## src/rtl/eq_search_pkg.sv

```systemverilog
// constants and types for the adaptive equalizer gain search controller
// assumes one core clock at 40 MHz and byte-wide register access
package eq_search_pkg;

   // ---------------------------------------------------------------
   // structure
   // ---------------------------------------------------------------
   localparam int NUM_PORTS = 2;
   localparam int GAIN_W = 4;
   localparam int CNT_W = 24;
   localparam int DWELL_CODE_W = 3;
   localparam logic [GAIN_W-1:0] GAIN_MIN = 4'h0;
   localparam logic [GAIN_W-1:0] GAIN_MAX = 4'hF;

   // ---------------------------------------------------------------
   // register map
   // ---------------------------------------------------------------
   localparam logic [7:0] ADDR_CTL_A = 8'h35;
   localparam logic [7:0] ADDR_STATUS = 8'h3B;
   localparam logic [7:0] ADDR_CTL_B = 8'h45;
   localparam int CTLA_RESTART_BIT = 0;
   localparam int CTLA_APPLY_BIT = 1;
   localparam int CTLA_OVR_BIT = 2;
   localparam logic [7:0] CTLA_MASK = 8'h06;
   localparam logic [7:0] CTLA_RESET = 8'h00;
   localparam int CTLB_FLOOR_LSB = 0;
   localparam int CTLB_DWELL_LSB = 5;
   localparam logic [7:0] CTLB_MASK = 8'hEF;
   localparam logic [7:0] CTLB_RESET = 8'h60;
   localparam int STAT_P1_LSB = 4;
   localparam logic [7:0] READ_ZERO = 8'h00;

   // ---------------------------------------------------------------
   // timing
   // ---------------------------------------------------------------
   localparam int DWELL_DEFAULT_CODE = 3;
   localparam int DWELL_DEFAULT_NS = 2620000;
   localparam int CLK_PERIOD_NS = 25;
   localparam int DWELL_DEFAULT_CYC = DWELL_DEFAULT_NS / CLK_PERIOD_NS;

   typedef enum logic {ST_SEARCH, ST_HOLD} search_state_t;

endpackage : eq_search_pkg

```

## src/rtl/lock_sync.sv

```systemverilog
// two-stage synchronizer for the analog recovery lock level
// assumes the lock input is asynchronous to CLOCK
`timescale 1ns/1ps
module lock_sync (
   input wire logic CLOCK, // core clock
   input wire logic RST, // async reset, active high
   input wire logic LOCK_ASYNC, // raw lock level
   output logic LOCK_SYNC // lock level in core domain
);

   logic meta_q;
   logic meta_d;
   logic sync_q;
   logic sync_d;

   // first stage feeds only the second stage
   always_comb begin
      meta_d = LOCK_ASYNC;
      sync_d = meta_q;
   end

   // registers only
   always_ff @(posedge CLOCK or posedge RST) begin
      if (RST) begin
         meta_q <= 1'b0;
         sync_q <= 1'b0;
      end else begin
         meta_q <= meta_d;
         sync_q <= sync_d;
      end
   end

   assign LOCK_SYNC = sync_q;

endmodule : lock_sync

```

## src/rtl/eq_search_ctrl.sv

```systemverilog
// adaptive equalizer gain search controller, one search per receive port
// assumes CLOCK at 40 MHz, register writes as one-cycle strobes,
// and lock levels from the analog recovery circuit on any timing
`timescale 1ns/1ps
module eq_search_ctrl #(
   parameter int DWELL_CYC = eq_search_pkg::DWELL_DEFAULT_CYC // cycles of the default dwell
) (
   input wire logic CLOCK, // core clock, 40 MHz
   input wire logic RST, // async reset, active high
   input wire logic SOFT_RST, // soft reset pulse, active high
   input wire logic [7:0] REG_ADDR, // register address
   input wire logic [7:0] REG_WDATA, // register write data
   input wire logic REG_WR, // register write strobe
   output logic [7:0] REG_RDATA, // registered read data
   input wire logic [eq_search_pkg::NUM_PORTS-1:0] CDR_LOCK, // raw lock per port
   output logic [eq_search_pkg::GAIN_W-1:0] EQ_GAIN_P0, // gain to port 0
   output logic [eq_search_pkg::GAIN_W-1:0] EQ_GAIN_P1, // gain to port 1
   output logic [eq_search_pkg::NUM_PORTS-1:0] EQ_HOLD // gain held on lock
);
   import eq_search_pkg::*;

   // ---------------------------------------------------------------
   // helpers
   // ---------------------------------------------------------------

   // reload value so the dwell lasts the coded number of cycles
   function automatic logic [CNT_W-1:0] dwell_reload(input logic [DWELL_CODE_W-1:0] code);
      logic [31:0] t;
      t = (32'(DWELL_CYC) << code) >> DWELL_DEFAULT_CODE;
      if (t == 32'h0000_0000) begin
         t = 32'h0000_0001;
      end
      return CNT_W'(t - 32'h0000_0001);
   endfunction : dwell_reload

   // next gain upward, wrapping to the start at the fixed top
   function automatic logic [GAIN_W-1:0] next_gain(input logic [GAIN_W-1:0] g,
                                                  input logic [GAIN_W-1:0] start);
      if (g == GAIN_MAX || g < start) begin
         return start;
      end
      return g + 4'h1;
   endfunction : next_gain

   // ---------------------------------------------------------------
   // registers
   // ---------------------------------------------------------------
   logic [7:0] ctla_q;
   logic [7:0] ctla_d;
   logic [7:0] ctlb_q;
   logic [7:0] ctlb_d;
   logic [7:0] rdata_q;
   logic [7:0] rdata_d;
   logic restart_evt;
   logic floor_on;
   logic [GAIN_W-1:0] start_gain;
   logic [DWELL_CODE_W-1:0] dwell_code;
   logic [CNT_W-1:0] reload;

   search_state_t state_q [NUM_PORTS];
   search_state_t state_d [NUM_PORTS];
   logic [GAIN_W-1:0] gain_q [NUM_PORTS];
   logic [GAIN_W-1:0] gain_d [NUM_PORTS];
   logic [CNT_W-1:0] cnt_q [NUM_PORTS];
   logic [CNT_W-1:0] cnt_d [NUM_PORTS];
   logic [NUM_PORTS-1:0] lock_s;

   // decoded controls shared by every port
   always_comb begin
      restart_evt = SOFT_RST |
                    (REG_WR && REG_ADDR == ADDR_CTL_A && REG_WDATA[CTLA_RESTART_BIT]);
      floor_on = ctla_q[CTLA_OVR_BIT] & ctla_q[CTLA_APPLY_BIT];
      start_gain = floor_on ? ctlb_q[CTLB_FLOOR_LSB +: GAIN_W] : GAIN_MIN;
      dwell_code = ctlb_q[CTLB_DWELL_LSB +: DWELL_CODE_W];
      reload = dwell_reload(dwell_code);
   end

   // register writes and read data; restart bit is not stored so it reads 0
   always_comb begin
      ctla_d = ctla_q;
      ctlb_d = ctlb_q;
      if (SOFT_RST) begin
         ctla_d = CTLA_RESET;
         ctlb_d = CTLB_RESET;
      end else if (REG_WR && REG_ADDR == ADDR_CTL_A) begin
         ctla_d = REG_WDATA & CTLA_MASK;
      end else if (REG_WR && REG_ADDR == ADDR_CTL_B) begin
         ctlb_d = REG_WDATA & CTLB_MASK;
      end
      unique case (REG_ADDR)
         ADDR_CTL_A: rdata_d = ctla_q;
         ADDR_CTL_B: rdata_d = ctlb_q;
         ADDR_STATUS: rdata_d = {gain_q[1], gain_q[0]};
         default: rdata_d = READ_ZERO;
      endcase
   end

   always_ff @(posedge CLOCK or posedge RST) begin
      if (RST) begin
         ctla_q <= CTLA_RESET;
         ctlb_q <= CTLB_RESET;
         rdata_q <= READ_ZERO;
      end else begin
         ctla_q <= ctla_d;
         ctlb_q <= ctlb_d;
         rdata_q <= rdata_d;
      end
   end

   // ---------------------------------------------------------------
   // per-port lock synchronisers and search engines
   // ---------------------------------------------------------------
   for (genvar p = 0; p < NUM_PORTS; p++) begin : g_sync
      lock_sync u_sync (
         .CLOCK(CLOCK),
         .RST(RST),
         .LOCK_ASYNC(CDR_LOCK[p]),
         .LOCK_SYNC(lock_s[p])
      );
   end

   // search step per port; the dwell is checked only when its count is spent
   always_comb begin
      for (int p = 0; p < NUM_PORTS; p++) begin
         state_d[p] = state_q[p];
         gain_d[p] = gain_q[p];
         cnt_d[p] = cnt_q[p];
         if (restart_evt) begin
            state_d[p] = ST_SEARCH;
            gain_d[p] = start_gain;
            cnt_d[p] = reload;
         end else begin
            unique case (state_q[p])
               ST_SEARCH: begin
                  if (cnt_q[p] != '0) begin
                     cnt_d[p] = cnt_q[p] - 24'h00_0001;
                  end else if (lock_s[p]) begin
                     state_d[p] = ST_HOLD;
                  end else begin
                     gain_d[p] = next_gain(gain_q[p], start_gain);
                     cnt_d[p] = reload;
                  end
               end
               ST_HOLD: begin
                  if (!lock_s[p]) begin
                     state_d[p] = ST_SEARCH;
                     gain_d[p] = next_gain(gain_q[p], start_gain);
                     cnt_d[p] = reload;
                  end
               end
            endcase
         end
      end
   end

   // reset starts searching at once from the minimum gain
   always_ff @(posedge CLOCK or posedge RST) begin
      if (RST) begin
         for (int p = 0; p < NUM_PORTS; p++) begin
            state_q[p] <= ST_SEARCH;
            gain_q[p] <= GAIN_MIN;
            cnt_q[p] <= dwell_reload(DWELL_CODE_W'(DWELL_DEFAULT_CODE));
         end
      end else begin
         for (int p = 0; p < NUM_PORTS; p++) begin
            state_q[p] <= state_d[p];
            gain_q[p] <= gain_d[p];
            cnt_q[p] <= cnt_d[p];
         end
      end
   end

   // ---------------------------------------------------------------
   // outputs
   // ---------------------------------------------------------------
   assign REG_RDATA = rdata_q;
   assign EQ_GAIN_P0 = gain_q[0];
   assign EQ_GAIN_P1 = gain_q[1];
   always_comb begin
      for (int p = 0; p < NUM_PORTS; p++) begin
         EQ_HOLD[p] = (state_q[p] == ST_HOLD);
      end
   end

   // ---------------------------------------------------------------
   // assertions, port 0 stands for every port
   // ---------------------------------------------------------------
   a_hold_after_dwell: assert property (@(posedge CLOCK) disable iff (RST)
      (state_q[0] == ST_SEARCH && cnt_q[0] == '0 && lock_s[0] && !restart_evt)
      |=> (state_q[0] == ST_HOLD))
      else $error("lock after dwell did not hold the gain");

   a_no_early_hold: assert property (@(posedge CLOCK) disable iff (RST)
      (state_q[0] == ST_SEARCH && cnt_q[0] != '0 && !restart_evt)
      |=> (state_q[0] == ST_SEARCH && cnt_q[0] == $past(cnt_q[0]) - 24'h00_0001))
      else $error("search left dwell before the count was spent");

   a_hold_keeps_gain: assert property (@(posedge CLOCK) disable iff (RST)
      (state_q[0] == ST_HOLD && lock_s[0] && !restart_evt)
      |=> ($stable(gain_q[0]) && state_q[0] == ST_HOLD))
      else $error("held gain changed while locked");

   a_loss_advances: assert property (@(posedge CLOCK) disable iff (RST)
      (state_q[0] == ST_HOLD && !lock_s[0] && !restart_evt
       && gain_q[0] != GAIN_MAX && gain_q[0] >= start_gain)
      |=> (gain_q[0] == $past(gain_q[0]) + 4'h1 && state_q[0] == ST_SEARCH
           && cnt_q[0] == $past(reload)))
      else $error("lock loss did not advance the gain");

   a_restart_start: assert property (@(posedge CLOCK) disable iff (RST)
      restart_evt |=> (gain_q[0] == $past(start_gain) && state_q[0] == ST_SEARCH
                       && cnt_q[0] == $past(reload)))
      else $error("restart did not return to the start gain");

   a_floor_gate: assert property (@(posedge CLOCK) disable iff (RST)
      (restart_evt && !(ctla_q[CTLA_OVR_BIT] && ctla_q[CTLA_APPLY_BIT]) && !SOFT_RST)
      |=> gain_q[0] == GAIN_MIN)
      else $error("floor used without both enable bits");

   a_wrap_top: assert property (@(posedge CLOCK) disable iff (RST)
      (state_q[0] == ST_SEARCH && cnt_q[0] == '0 && !lock_s[0] && !restart_evt
       && gain_q[0] == GAIN_MAX)
      |=> gain_q[0] == $past(start_gain))
      else $error("no wrap to start after the top gain");

   a_status_gain: assert property (@(posedge CLOCK) disable iff (RST)
      (REG_ADDR == ADDR_STATUS) |=> (REG_RDATA[GAIN_W-1:0] == $past(gain_q[0])
                                     && REG_RDATA[STAT_P1_LSB +: GAIN_W] == $past(gain_q[1])))
      else $error("status does not show the current gain");

endmodule : eq_search_ctrl

```

## config.mk

```make
export PLATFORM = sky130hd
export DESIGN_NAME = eq_search_ctrl
export DESIGN_NICKNAME = d
export VERILOG_FILES = /design/src/rtl/eq_search_pkg.sv /design/src/rtl/lock_sync.sv /design/src/rtl/eq_search_ctrl.sv
export SDC_FILE = /design/constraint.sdc
export NUM_CORES = 1
export LEC_CHECK = 0
export BUFFER_PORTS_ARGS = -buffer_cell sky130_fd_sc_hd__buf_2
export CAP_MARGIN = 20
export CORE_UTILIZATION = 61
export DETAILED_ROUTE_END_ITERATION = 12
export GPL_TIMING_DRIVEN = 0
export PLACE_DENSITY = 0.84
export SYNTH_ARGS = -nofsm -noshare
export SYNTH_HDL_FRONTEND = slang
export SYNTH_SLANG_ARGS = --single-unit
export TNS_END_PERCENT = 5
```

## constraint.sdc

```tcl
create_clock -name CLOCK -period 3.2 [get_ports CLOCK]
set_input_delay 0.48 -clock CLOCK [delete_from_list [all_inputs] [get_ports CLOCK]]
set_output_delay 0.48 -clock CLOCK [all_outputs]
set_load 0.05 [all_outputs]
```

==> impl_metrics.json, run 1 <==
{
  "antenna_found_initial": 0,
  "port_buffers": 36,
  "dr.max_layer_used": "met4",
  "syn_inst": 554,
  "start_kind": "flop",
  "globalRouteOverflowTotal": 0,
  "place_congestion": 0.915,
  "wl_per_cell_um": 20.5,
  "grt_pass1_wl_mm": 23.1,
  "num_rows": 32,
  "grtUsageTotal_pct": 34.9,
  "ioPinCount": 40,
  "ant_nets": 0,
  "cp_num_buf_inv": 2,
  "cts_buffers": 9,
  "placed_area_um2": 5320,
  "vias": 4951,
  "finalWirelength_mm": 14.5,
  "nNetsFinal": 643,
  "htree_levels": 3,
  "total_power_mw": 2.40,
  "drv_cap": 0,
  "n_antenna_cell": 0,
  "synth-seq-area-share_pct": 40.3,
  "min_path_type": "in -> async",
  "critical_path_peak_fanout": 10,
  "wl_met3_mm": 1.38,
  "syn-cell-area_um2": 4980,
  "drive_gt1_share_pct": 17.6,
  "worstSkewPairLatency_ns": 0.37,
  "avgSynthCellArea_um2": 8.99,
  "cts_setup_buffers": 0,
  "yosysUniqueCellTypes": 74,
  "status": "finished, final reports clean",
  "cts.path.max_buffers": 2,
  "holdWs_ns": 0.154,
  "synth-edff-count": 0,
  "die_h_um": 92.4,
  "ctsHoldBuffers": 0,
  "critical-path-max-stage-delay_ns": 0.59,
  "p_per_area_nw_per_um2": 431,
  "worstSetupPathType": "reg -> reg",
  "setup_slack_ns": 0.177,
  "place_ws_ns": 0.0848,
  "fin_area_um2": 5570,
  "irDropWorstVdd_mv": 0.388,
  "fp.dieArea_um2": 8530,
  "async_flop_share_pct": 100,
  "p_leak_nw": 2.31,
  "syn2layout_area_growth_pct": 11.8,
  "post-route-min-period_ns": 3.02,
  "grt_pass1_vias": 4664,
  "hold_viol": 0,
  "cpMaxStageDelayCell": "dfstp_2",
  "end_kind": "flop",
  "root_buffer": "clkbuf_8",
  "clk_pin_slew_ns": 0.08,
  "synthesis.nets": 593,
  "yosys_warnings": 0,
  "nFillCells": 615,
  "final_core_util_pct": 71.3,
  "cts_num_sinks": 79,
  "synth_flop_cell": "dfrtp_1",
  "finalSetupViolations": 0,
  "crit_chain": "buf_2 -> inv_1 -> ha_1 -> nor3b_1 -> nand3b_1 -> a21o_1 -> nand2_1 -> nor2_1 -> a211oi_1",
  "fin_skew_ns": 0.0126,
  "min_period_over_period_pct": 94.5,
  "arrival_ns": 3.26,
  "fmax_mhz": 331,
  "ys_ff_latch": 79,
  "start_util_pct": 63.8,
  "grt_start_max_net_pins": 41,
  "cpLargestDelayFamily": "simple AND/OR/NAND/NOR gates",
  "post_cts_resize_count": 0,
  "drv_slew": 0,
  "slew_headroom_pct": 36.4,
  "rsz0062_at_grt": "false",
  "firstDrtPassIters": 5,
  "drc": 0,
  "required_ns": 3.43,
  "core_area_um2": 7810,
  "cts_tree": "built",
  "fp.dieW_um": 92.4,
  "first_iter_violations": 531,
  "viasPerCell": 6.96,
  "dpl.hpwl_mm": 9.97,
  "worstMarginPinSlew_ns": 0.946,
  "met1Wirelength_mm": 5.86,
  "route.met2.wl_mm": 6.86
}
## layout by cell type (no fill, tap or decap), drive strengths merged, types with 11 or more instances in the layout
| cell | n |
|---|---|
| mux2i | 11 |
| nor3 | 24 |
| clkbuf | 28 |
| a21oi | 39 |
| nand2 | 44 |
| ha | 17 |
| dfrtp | 55 |
| nor4 | 18 |
| o21ai | 33 |
| nand3 | 29 |
| inv | 26 |
| buf | 50 |
| dfstp | 24 |
| nor2 | 48 |
## state kept, by name, summed over array words and instances (netlist names)
signal,count
ctlb_q,7
g_sync.u_sync.meta_q,2
REG_RDATA,8
EQ_HOLD,2
ctla_q,2
g_sync.u_sync.LOCK_SYNC,2
EQ_GAIN_P1,4
EQ_GAIN_P0,4
cnt_q,48
## report_power, final
part / switching (mW) / internal [mW]
clock network: 0.395 / 0.486
logic: 0.253 / 0.123
registers: 0.0825 / 1.06
total: 0.731 / 1.67
## stage by stage
| step | std cells | setup TNS [ns] |
|---|---|---|
| after floorplan | 554 | 0 |
| after global placement | 692 | -8.69 |
| after detailed placement | 695 | 0 |
| after CTS | 711 | 0 |
| after global routing | 711 | 0 |
| final | 711 | 0 |
## final timing paths
path | start | endpoint | slack, ns | cells past startpoint
setup / recovery | ctlb_q[6] | cnt_q[34] | 0.18 | 9
min in group CLOCK | CDR_LOCK[0] | g_sync[0].u_sync.meta_q | 0.22 | 1
max in group asynchronous | RST | cnt_q[3] | 2.39 | 3
setup reg to reg | ctlb_q[6] | cnt_q[34] | 0.18 | 9
hold / removal | RST | cnt_q[33] | 0.15 | 2
hold reg to reg | g_sync[0].u_sync.meta_q | g_sync[0].u_sync.LOCK_SYNC | 0.36 | 0
## cells by family after synthesis
group	Yosys count	synth area share, %
adders and majority gates	17	4.27
AOI/OAI and AO/OA	158	22.4
buffers and inverters	52	4.77
xor gates and xnor gates	12	2.11
and+or+nand+nor	224	23.7
DFF	79	40.3
muxes	12	2.44
## synthesized netlist by cell type, types with 9 or more instances
library cell / number / share of area (%)
inv_1: 25 / 1.9
xnor2_1: 10 / 1.8
nor4_1: 17 / 2.1
nand2_1: 44 / 3.3
a21oi_1: 38 / 3.8
nor2_1: 48 / 3.6
clkbuf_1: 16 / 1.2
nand4_1: 9 / 1.1
nand3_1: 28 / 2.8
nor3_1: 24 / 2.4
o21ai_0: 26 / 2.6
mux2i_1: 11 / 2.2
or3_1: 10 / 1.3
dfrtp_1: 55 / 28
dfstp_2: 24 / 13
ha_1: 17 / 4.3
## worst reg2reg max path, delay by kind of cell (launching register included)
| kind | cells | cell delay [ns] |
|---|---|---|
| flops | 1 | 0.59 |
| compound gates | 2 | 0.55 |
| fa+ha+maj | 1 | 0.41 |
| buf+inv | 2 | 0.59 |
| simple gates | 4 | 0.75 |
## final cells by class
class | instances | area [um^2] | area share (%)
Clock inverter | 4 | 76.3 | 1.37
Sequential cell | 79 | 2010 | 36.1
Buffer | 27 | 144 | 2.58
Multi-Input combinational cell | 423 | 2750 | 49.4
Inverter | 25 | 96.3 | 1.73
Clock buffer | 12 | 155 | 2.79
Timing Repair Buffer | 39 | 213 | 3.82
Tap cell | 102 | 128 | 2.29
## per-layer routing
layer  track usage (%)  up-vias
met5                 0        -
met4              15.8        0
met3              5.34       52
met2              55.5      337
met1              47.2     2368
li1                  -     2194
Note: power is estimated with default switching activity, not from simulation.
==> inputs of run 2 (changes only) <==
--- a/config.mk
+++ b/config.mk
@@ -13,5 +13,6 @@
 export PLACE_DENSITY = 0.84
 export SYNTH_ARGS = -nofsm -noshare
 export SYNTH_HDL_FRONTEND = slang
+export SYNTH_HIERARCHICAL = 1
 export SYNTH_SLANG_ARGS = --single-unit
 export TNS_END_PERCENT = 5
==> run 2 against run 1 <==
Against the previous run: clock power is 3.4% higher; synthesized area is 1.5% lower; cell area shrank 1.1%; critical endpoint is now cnt_q[29]; wire length decreased by 5.8%; die area fell by 1.4%; total power down 4.0%; via count down 4.5%.
==> impl_metrics.json, run 2 <==
{
  "start_kind": "flop",
  "cts_tree": "built",
  "critPathCapture": "cnt_q[29]",
  "grt_pass1_wl_mm": 22.6,
  "syn_inst": 535,
  "min_path_type": "in -> reg",
  "status": "finished, final reports clean",
  "n_antenna_cell": 0,
  "p_switching_uw": 620,
  "post-route-min-period_ns": 2.99,
  "cts_buffers": 9,
  "synthesis.nets": 574,
  "register_area_um2": 2010,
  "final_cell_mix": "dfrtp_1 (55), nor2_1 (49), nand2_1 (45)",
  "yosys_warnings": 6,
  "critical_path_peak_fanout": 10,
  "root_buffer": "clkbuf_8",
  "max_flop_register": "cnt_q",
  "cpMaxStageDelayCell": "dfstp_2",
  "first_iter_violations": 447,
  "synth-seq-area-share_pct": 40.9,
  "final_common_cell": "dfrtp_1",
  "synth_flop_cell": "dfrtp_1",
  "synth_area_leaders": "dfrtp_1 (28%), dfstp_2 (13%), ha_1 (4.3%)",
  "viasPerCell": 6.83,
  "hold_viol": 0,
  "wl_per_cell_um": 19.8,
  "synth_common_cells": "dfrtp_1 (55), nor2_1 (49), nand2_1 (45)",
  "total_power_mw": 2.30,
  "multi_input_comb_area_um2": 2690,
  "core_area_um2": 7770,
  "timing.rr.start": "ctlb_q[5]",
  "num_rows": 32,
  "drive_gt1_share_pct": 17.3,
  "yosysUniqueCellTypes": 72,
  "nFillCells": 606,
  "synth_area_leader_cell": "dfrtp_1",
  "place_congestion": 0.948,
  "placed_area_um2": 5250,
  "drc": 0,
  "drv_slew": 0,
  "cts.path.max_buffers": 2,
  "clk_pin_slew_ns": 0.09,
  "fin_area_um2": 5500,
  "p_clk_share_pct": 39.6,
  "r2r-end": "cnt_q[29]",
  "fp.dieW_um": 91.7,
  "syn-cell-area_um2": 4910,
  "end_kind": "flop",
  "avgSynthCellArea_um2": 9.17,
  "min_period_over_period_pct": 93.3,
  "die_h_um": 91.7,
  "critical-path-max-stage-delay_ns": 0.56,
  "reg2regPathDepth": 9,
  "slew_headroom_pct": 47.9,
  "rsz0062_at_grt": "false",
  "port_buffers": 36,
  "grt_pass1_vias": 4517,
  "finalSetupViolations": 0,
  "nNetsFinal": 624,
  "antenna_found_initial": 0,
  "ys_ff_latch": 79,
  "ioPinCount": 40,
  "irDropWorstVdd_mv": 0.376,
  "synth.most_common_cell": "dfrtp_1",
  "globalRouteOverflowTotal": 0,
  "cts_setup_buffers": 0,
  "worstSkewPairLatency_ns": 0.35,
  "yosys.area.top_type_share_pct": 28.1,
  "internal_power_mw": 1.68,
  "fin_skew_ns": 0.0106,
  "htree_levels": 3,
  "reg2reg_slack_ns": 0.21,
  "syn2layout_area_growth_pct": 12.2,
  "grt_start_max_net_pins": 63,
  "cts_num_sinks": 79,
  "p_seq_share_pct": 47.9,
  "fmax_mhz": 335,
  "firstDrtPassIters": 5,
  "cp-startpoint": "ctlb_q[5]",
  "synth-edff-count": 0,
  "drv_cap": 0,
  "ant_nets": 0,
  "comb_power_share_pct": 12.6,
  "start_util_pct": 63.2,
  "required_ns": 3.45,
  "swShare_pct": 26.9,
  "finalWirelength_mm": 13.7,
  "p_per_area_nw_per_um2": 418,
  "p_leak_nw": 2.35,
  "grtUsageTotal_pct": 34.6,
  "worstSetupPathType": "reg -> reg",
  "dpl.hpwl_mm": 9.92,
  "crit_chain": "clkbuf_1 -> inv_1 -> ha_1 -> clkbuf_1 -> nor2_1 -> xnor2_1 -> nor2_1 -> o32ai_1 -> a41o_1",
  "arrival_ns": 3.24,
  "worstMarginPinSlew_ns": 0.780,
  "async_flop_share_pct": 100,
  "largest_reg_flops": 48,
  "fp.dieArea_um2": 8410,
  "vias": 4726
}
## run 2: power by group through the flow
stage	logic, mW	registers [mW]	clock network [mW]
5_1_grt	0.315	1.11	0.956
6_report	0.290	1.10	0.910
4_1_cts	0.286	1.10	0.918
2_1_floorplan	0.154	1.15	0
3_5_place_dp	0.282	1.12	0
3_3_place_gp	0.265	1.11	0
## run 2: worst max-delay path: cells and delay by family, from the launching register on
kind | cells | cell delay (ns)
xor gates and xnor gates | 1 | 0.15
DFF | 1 | 0.56
and+or+nand+nor | 2 | 0.45
buffers and inverters | 3 | 1.02
adders and majority gates | 1 | 0.34
AOI/OAI and AO/OA | 2 | 0.36
## run 2: final cells by class
| type | count | area share, % |
|---|---|---|
| repair buffers | 39 | 4.09 |
| plain buffers | 25 | 2.23 |
| inverters | 23 | 1.61 |
| clock inverters | 4 | 1.73 |
| flip-flops and latches | 79 | 36.5 |
| clock buffers | 12 | 2.64 |
| well taps | 102 | 2.32 |
| multi-input cells | 408 | 48.9 |
## run 2: logic make-up after synthesis
group,after synthesis,synth area share [%]
AND/OR/NAND/NOR,235,25.5
AO/OA/AOI/OAI,120,17.9
flip-flops,79,40.9
buffers and inverters,48,4.23
multiplexers,21,4.41
adder cells (fa/ha/maj),17,4.34
XOR/XNOR,15,2.68
## run 2: metrics by stage
step	utilization (%)	std cells	hold WS, ns	worst slack, ns	setup TNS [ns]
floorplan	-	535	0.221	0.850	0
CTS	70.8	692	0.226	0.0221	0
detailed placement	67.6	675	0.340	0.0392	0
finish	70.8	692	0.234	0.213	0
global route	70.8	692	0.218	0.0554	0
global placement	67.1	673	0.344	-0.0640	-3.02
## run 2: worst min-delay path by stage
stage | slack (ns) | depth (start not counted) | startpoint | endpoint
floorplan | 0.22 | 1 | RST | g_sync[0].u_sync/LOCK_SYNC
global placement | 0.34 | 0 | g_sync[1].u_sync/meta_q | g_sync[1].u_sync/LOCK_SYNC
detailed placement | 0.34 | 0 | g_sync[1].u_sync/meta_q | g_sync[1].u_sync/LOCK_SYNC
CTS | 0.23 | 1 | CDR_LOCK[1] | g_sync[1].u_sync/meta_q
global route | 0.22 | 1 | CDR_LOCK[1] | g_sync[1].u_sync/meta_q
finish | 0.23 | 1 | CDR_LOCK[1] | g_sync[1].u_sync/meta_q
## run 2: metal layers
metal	part of all wire (%)	routed length (um)	global-route usage (%)
met2	47	6440	54.7
met3	8.8	1200	5.89
met4	3.3	450	15.1
met1	41	5610	46.9
met5	0	0	0
## run 2: timing repair
item | 4_1_cts | 5_1_grt
hold buffers | 1 | 0
endpoints found under the hold margin | 2 | 0
resized for setup | 0 | 2
setup endpoints to repair | 0 | 4
==> inputs of run 3 (changes only) <==
--- a/config.mk
+++ b/config.mk
@@ -7,10 +7,11 @@
 export LEC_CHECK = 0
 export BUFFER_PORTS_ARGS = -buffer_cell sky130_fd_sc_hd__buf_2
 export CAP_MARGIN = 20
-export CORE_UTILIZATION = 61
+export CORE_MARGIN = 8
+export CORE_UTILIZATION = 65
 export DETAILED_ROUTE_END_ITERATION = 12
 export GPL_TIMING_DRIVEN = 0
-export PLACE_DENSITY = 0.84
+export PLACE_DENSITY = 0.89
 export SYNTH_ARGS = -nofsm -noshare
 export SYNTH_HDL_FRONTEND = slang
 export SYNTH_HIERARCHICAL = 1
==> constraint.sdc (replaced) <==
create_clock -name CLOCK -period 3.7 [get_ports CLOCK]
set_input_delay 0.555 -clock CLOCK [delete_from_list [all_inputs] [get_ports CLOCK]]
set_output_delay 0.555 -clock CLOCK [all_outputs]
set_load 0.05 [all_outputs]
==> run 3 against run 2 <==
Against the previous run: die area is 26% higher; worst hold slack worse by 0.16 ns; sequential share of layout area is 0.49 points higher; fmax is 6.6% lower; combinational power is 14% lower; largest cell class unchanged; cell count is 0.58% lower; sequential cell count stayed put.
==> impl_metrics.json, run 3 (synthesis results as in run 2) <==
{
  "status": "finished, final reports clean",
  "nNetsFinal": 623,
  "timing.rr.start": "ctlb_q[6]",
  "wl_per_cell_um": 20.8,
  "min_path_type": "in -> async",
  "largest_reg_flops": 48,
  "globalRouteOverflowTotal": 0,
  "post_cts_resize_count": 0,
  "fin_skew_ns": 0.00986,
  "cts.path.max_buffers": 2,
  "irDropWorstVdd_mv": 0.377,
  "cts_buffers": 9,
  "dpl.hpwl_mm": 10.2,
  "post-route-min-period_ns": 3.20,
  "p_leak_nw": 2.31,
  "required_ns": 3.95,
  "r2r-end": "cnt_q[29]",
  "fp.dieArea_um2": 10600,
  "start_util_pct": 67.3,
  "firstDrtPassIters": 6,
  "antenna_found_initial": 0,
  "hold_viol": 0,
  "fmax_mhz": 313,
  "grt_pass1_vias": 4734,
  "worstSetupPathType": "reg -> reg",
  "drc": 0,
  "finalSetupViolations": 0,
  "core_area_um2": 7290,
  "fp.dieW_um": 103,
  "worstMarginPinSlew_ns": 0.838,
  "p_switching_uw": 568,
  "max_flop_register": "cnt_q",
  "port_buffers": 36,
  "p_clk_share_pct": 33.9,
  "end_kind": "flop",
  "min_period_over_period_pct": 86.5,
  "grt_pass1_wl_mm": 23.4,
  "cts_tree": "built",
  "worstSkewPairLatency_ns": 0.36,
  "critical_path_peak_fanout": 10,
  "die_h_um": 103,
  "total_power_mw": 1.82,
  "setup_tns_ns": 0,
  "n_antenna_cell": 0,
  "grtUsageTotal_pct": 28.5,
  "drive_gt1_share_pct": 17.5,
  "p_seq_share_pct": 52.3,
  "first_iter_violations": 465,
  "drv_slew": 0,
  "final_cell_mix": "dfrtp_1 (55), nor2_1 (49), nand2_1 (45)",
  "htree_levels": 3,
  "finalWirelength_mm": 14.3,
  "cts_setup_buffers": 0,
  "comb_power_share_pct": 13.7,
  "ctsHoldBuffers": 0,
  "syn2layout_area_growth_pct": 10.7,
  "slew_headroom_pct": 43.7,
  "ioPinCount": 40,
  "internal_power_mw": 1.25,
  "nFillCells": 548,
  "start_kind": "flop",
  "grt_start_max_net_pins": 64,
  "final_common_cell": "dfrtp_1",
  "root_buffer": "clkbuf_8",
  "swShare_pct": 31.2,
  "drv_cap": 0,
  "holdWs_ns": 0.0710,
  "p_per_area_nw_per_um2": 335,
  "ant_nets": 0,
  "reg2regPathDepth": 9,
  "arrival_ns": 3.45,
  "vias": 4743,
  "reg2reg_slack_ns": 0.50,
  "num_rows": 31,
  "place_congestion": 0.955,
  "rsz0062_at_grt": "false",
  "clk_pin_slew_ns": 0.09,
  "cts_num_sinks": 79,
  "viasPerCell": 6.89
}
## run 3: per-layer routing
metal / global-route usage, % / routed length (um) / vias up
met1: 35.7 / 5780 / 2257
li1: - / - / 2117
met2: 44.6 / 6620 / 305
met4: 16.6 / 538 / 0
met3: 6.14 / 1380 / 64
met5: 0 / 0 / -
## run 3: layout make-up
type	count	area (um^2)	area share (%)
Clock inverter	6	45.0	0.829
Timing Repair Buffer	38	215	3.96
Multi-Input combinational cell	408	2690	49.6
Buffer	25	121	2.24
Inverter	23	88.8	1.64
Tap cell	99	124	2.28
Sequential cell	79	2010	37.0
Clock buffer	10	138	2.53
## run 3: per-stage QoR
stage | setup WS (ns) | util (%) | area (um^2) | cells
global route | 0.370 | 74.5 | 5430 | 688
finish | 0.500 | 74.5 | 5430 | 688
CTS | 0.599 | 74.4 | 5420 | 687
floorplan | 1.27 | - | 4910 | 535
global placement | 0.347 | 71.4 | 5210 | 670
detailed placement | 0.630 | 71.9 | 5240 | 671
## run 3: worst max-delay path by stage
| stage | startpoint | end | depth (start not counted) |
|---|---|---|---|
| after floorplan | RST | EQ_GAIN_P0[0] | 1 |
| after global placement | RST | cnt_q[23] | 2 |
| after detailed placement | REG_ADDR[3] | cnt_q[38] | 8 |
| after CTS | ctlb_q[6] | cnt_q[29] | 9 |
| after global routing | ctlb_q[6] | cnt_q[29] | 9 |
| final | ctlb_q[6] | cnt_q[29] | 9 |
## run 3: power by group through the flow
stage               Combinational (mW)  Sequential [mW]  Clock (mW)
floorplan                        0.133            0.992           0
global placement                 0.230            0.965           0
detailed placement               0.244            0.966           0
CTS                              0.245            0.950       0.613
global route                     0.275            0.957       0.648
finish                           0.250            0.952       0.617
## run 3: worst max-delay path, stage by stage, from the launching register on
cell      delay, ns
dfstp_2        0.63
clkbuf_1       0.48
inv_1          0.21
ha_1           0.35
clkbuf_1       0.42
nor2_1         0.15
xnor2_1        0.15
nor2_1         0.32
o32ai_1        0.15
a41o_1         0.24
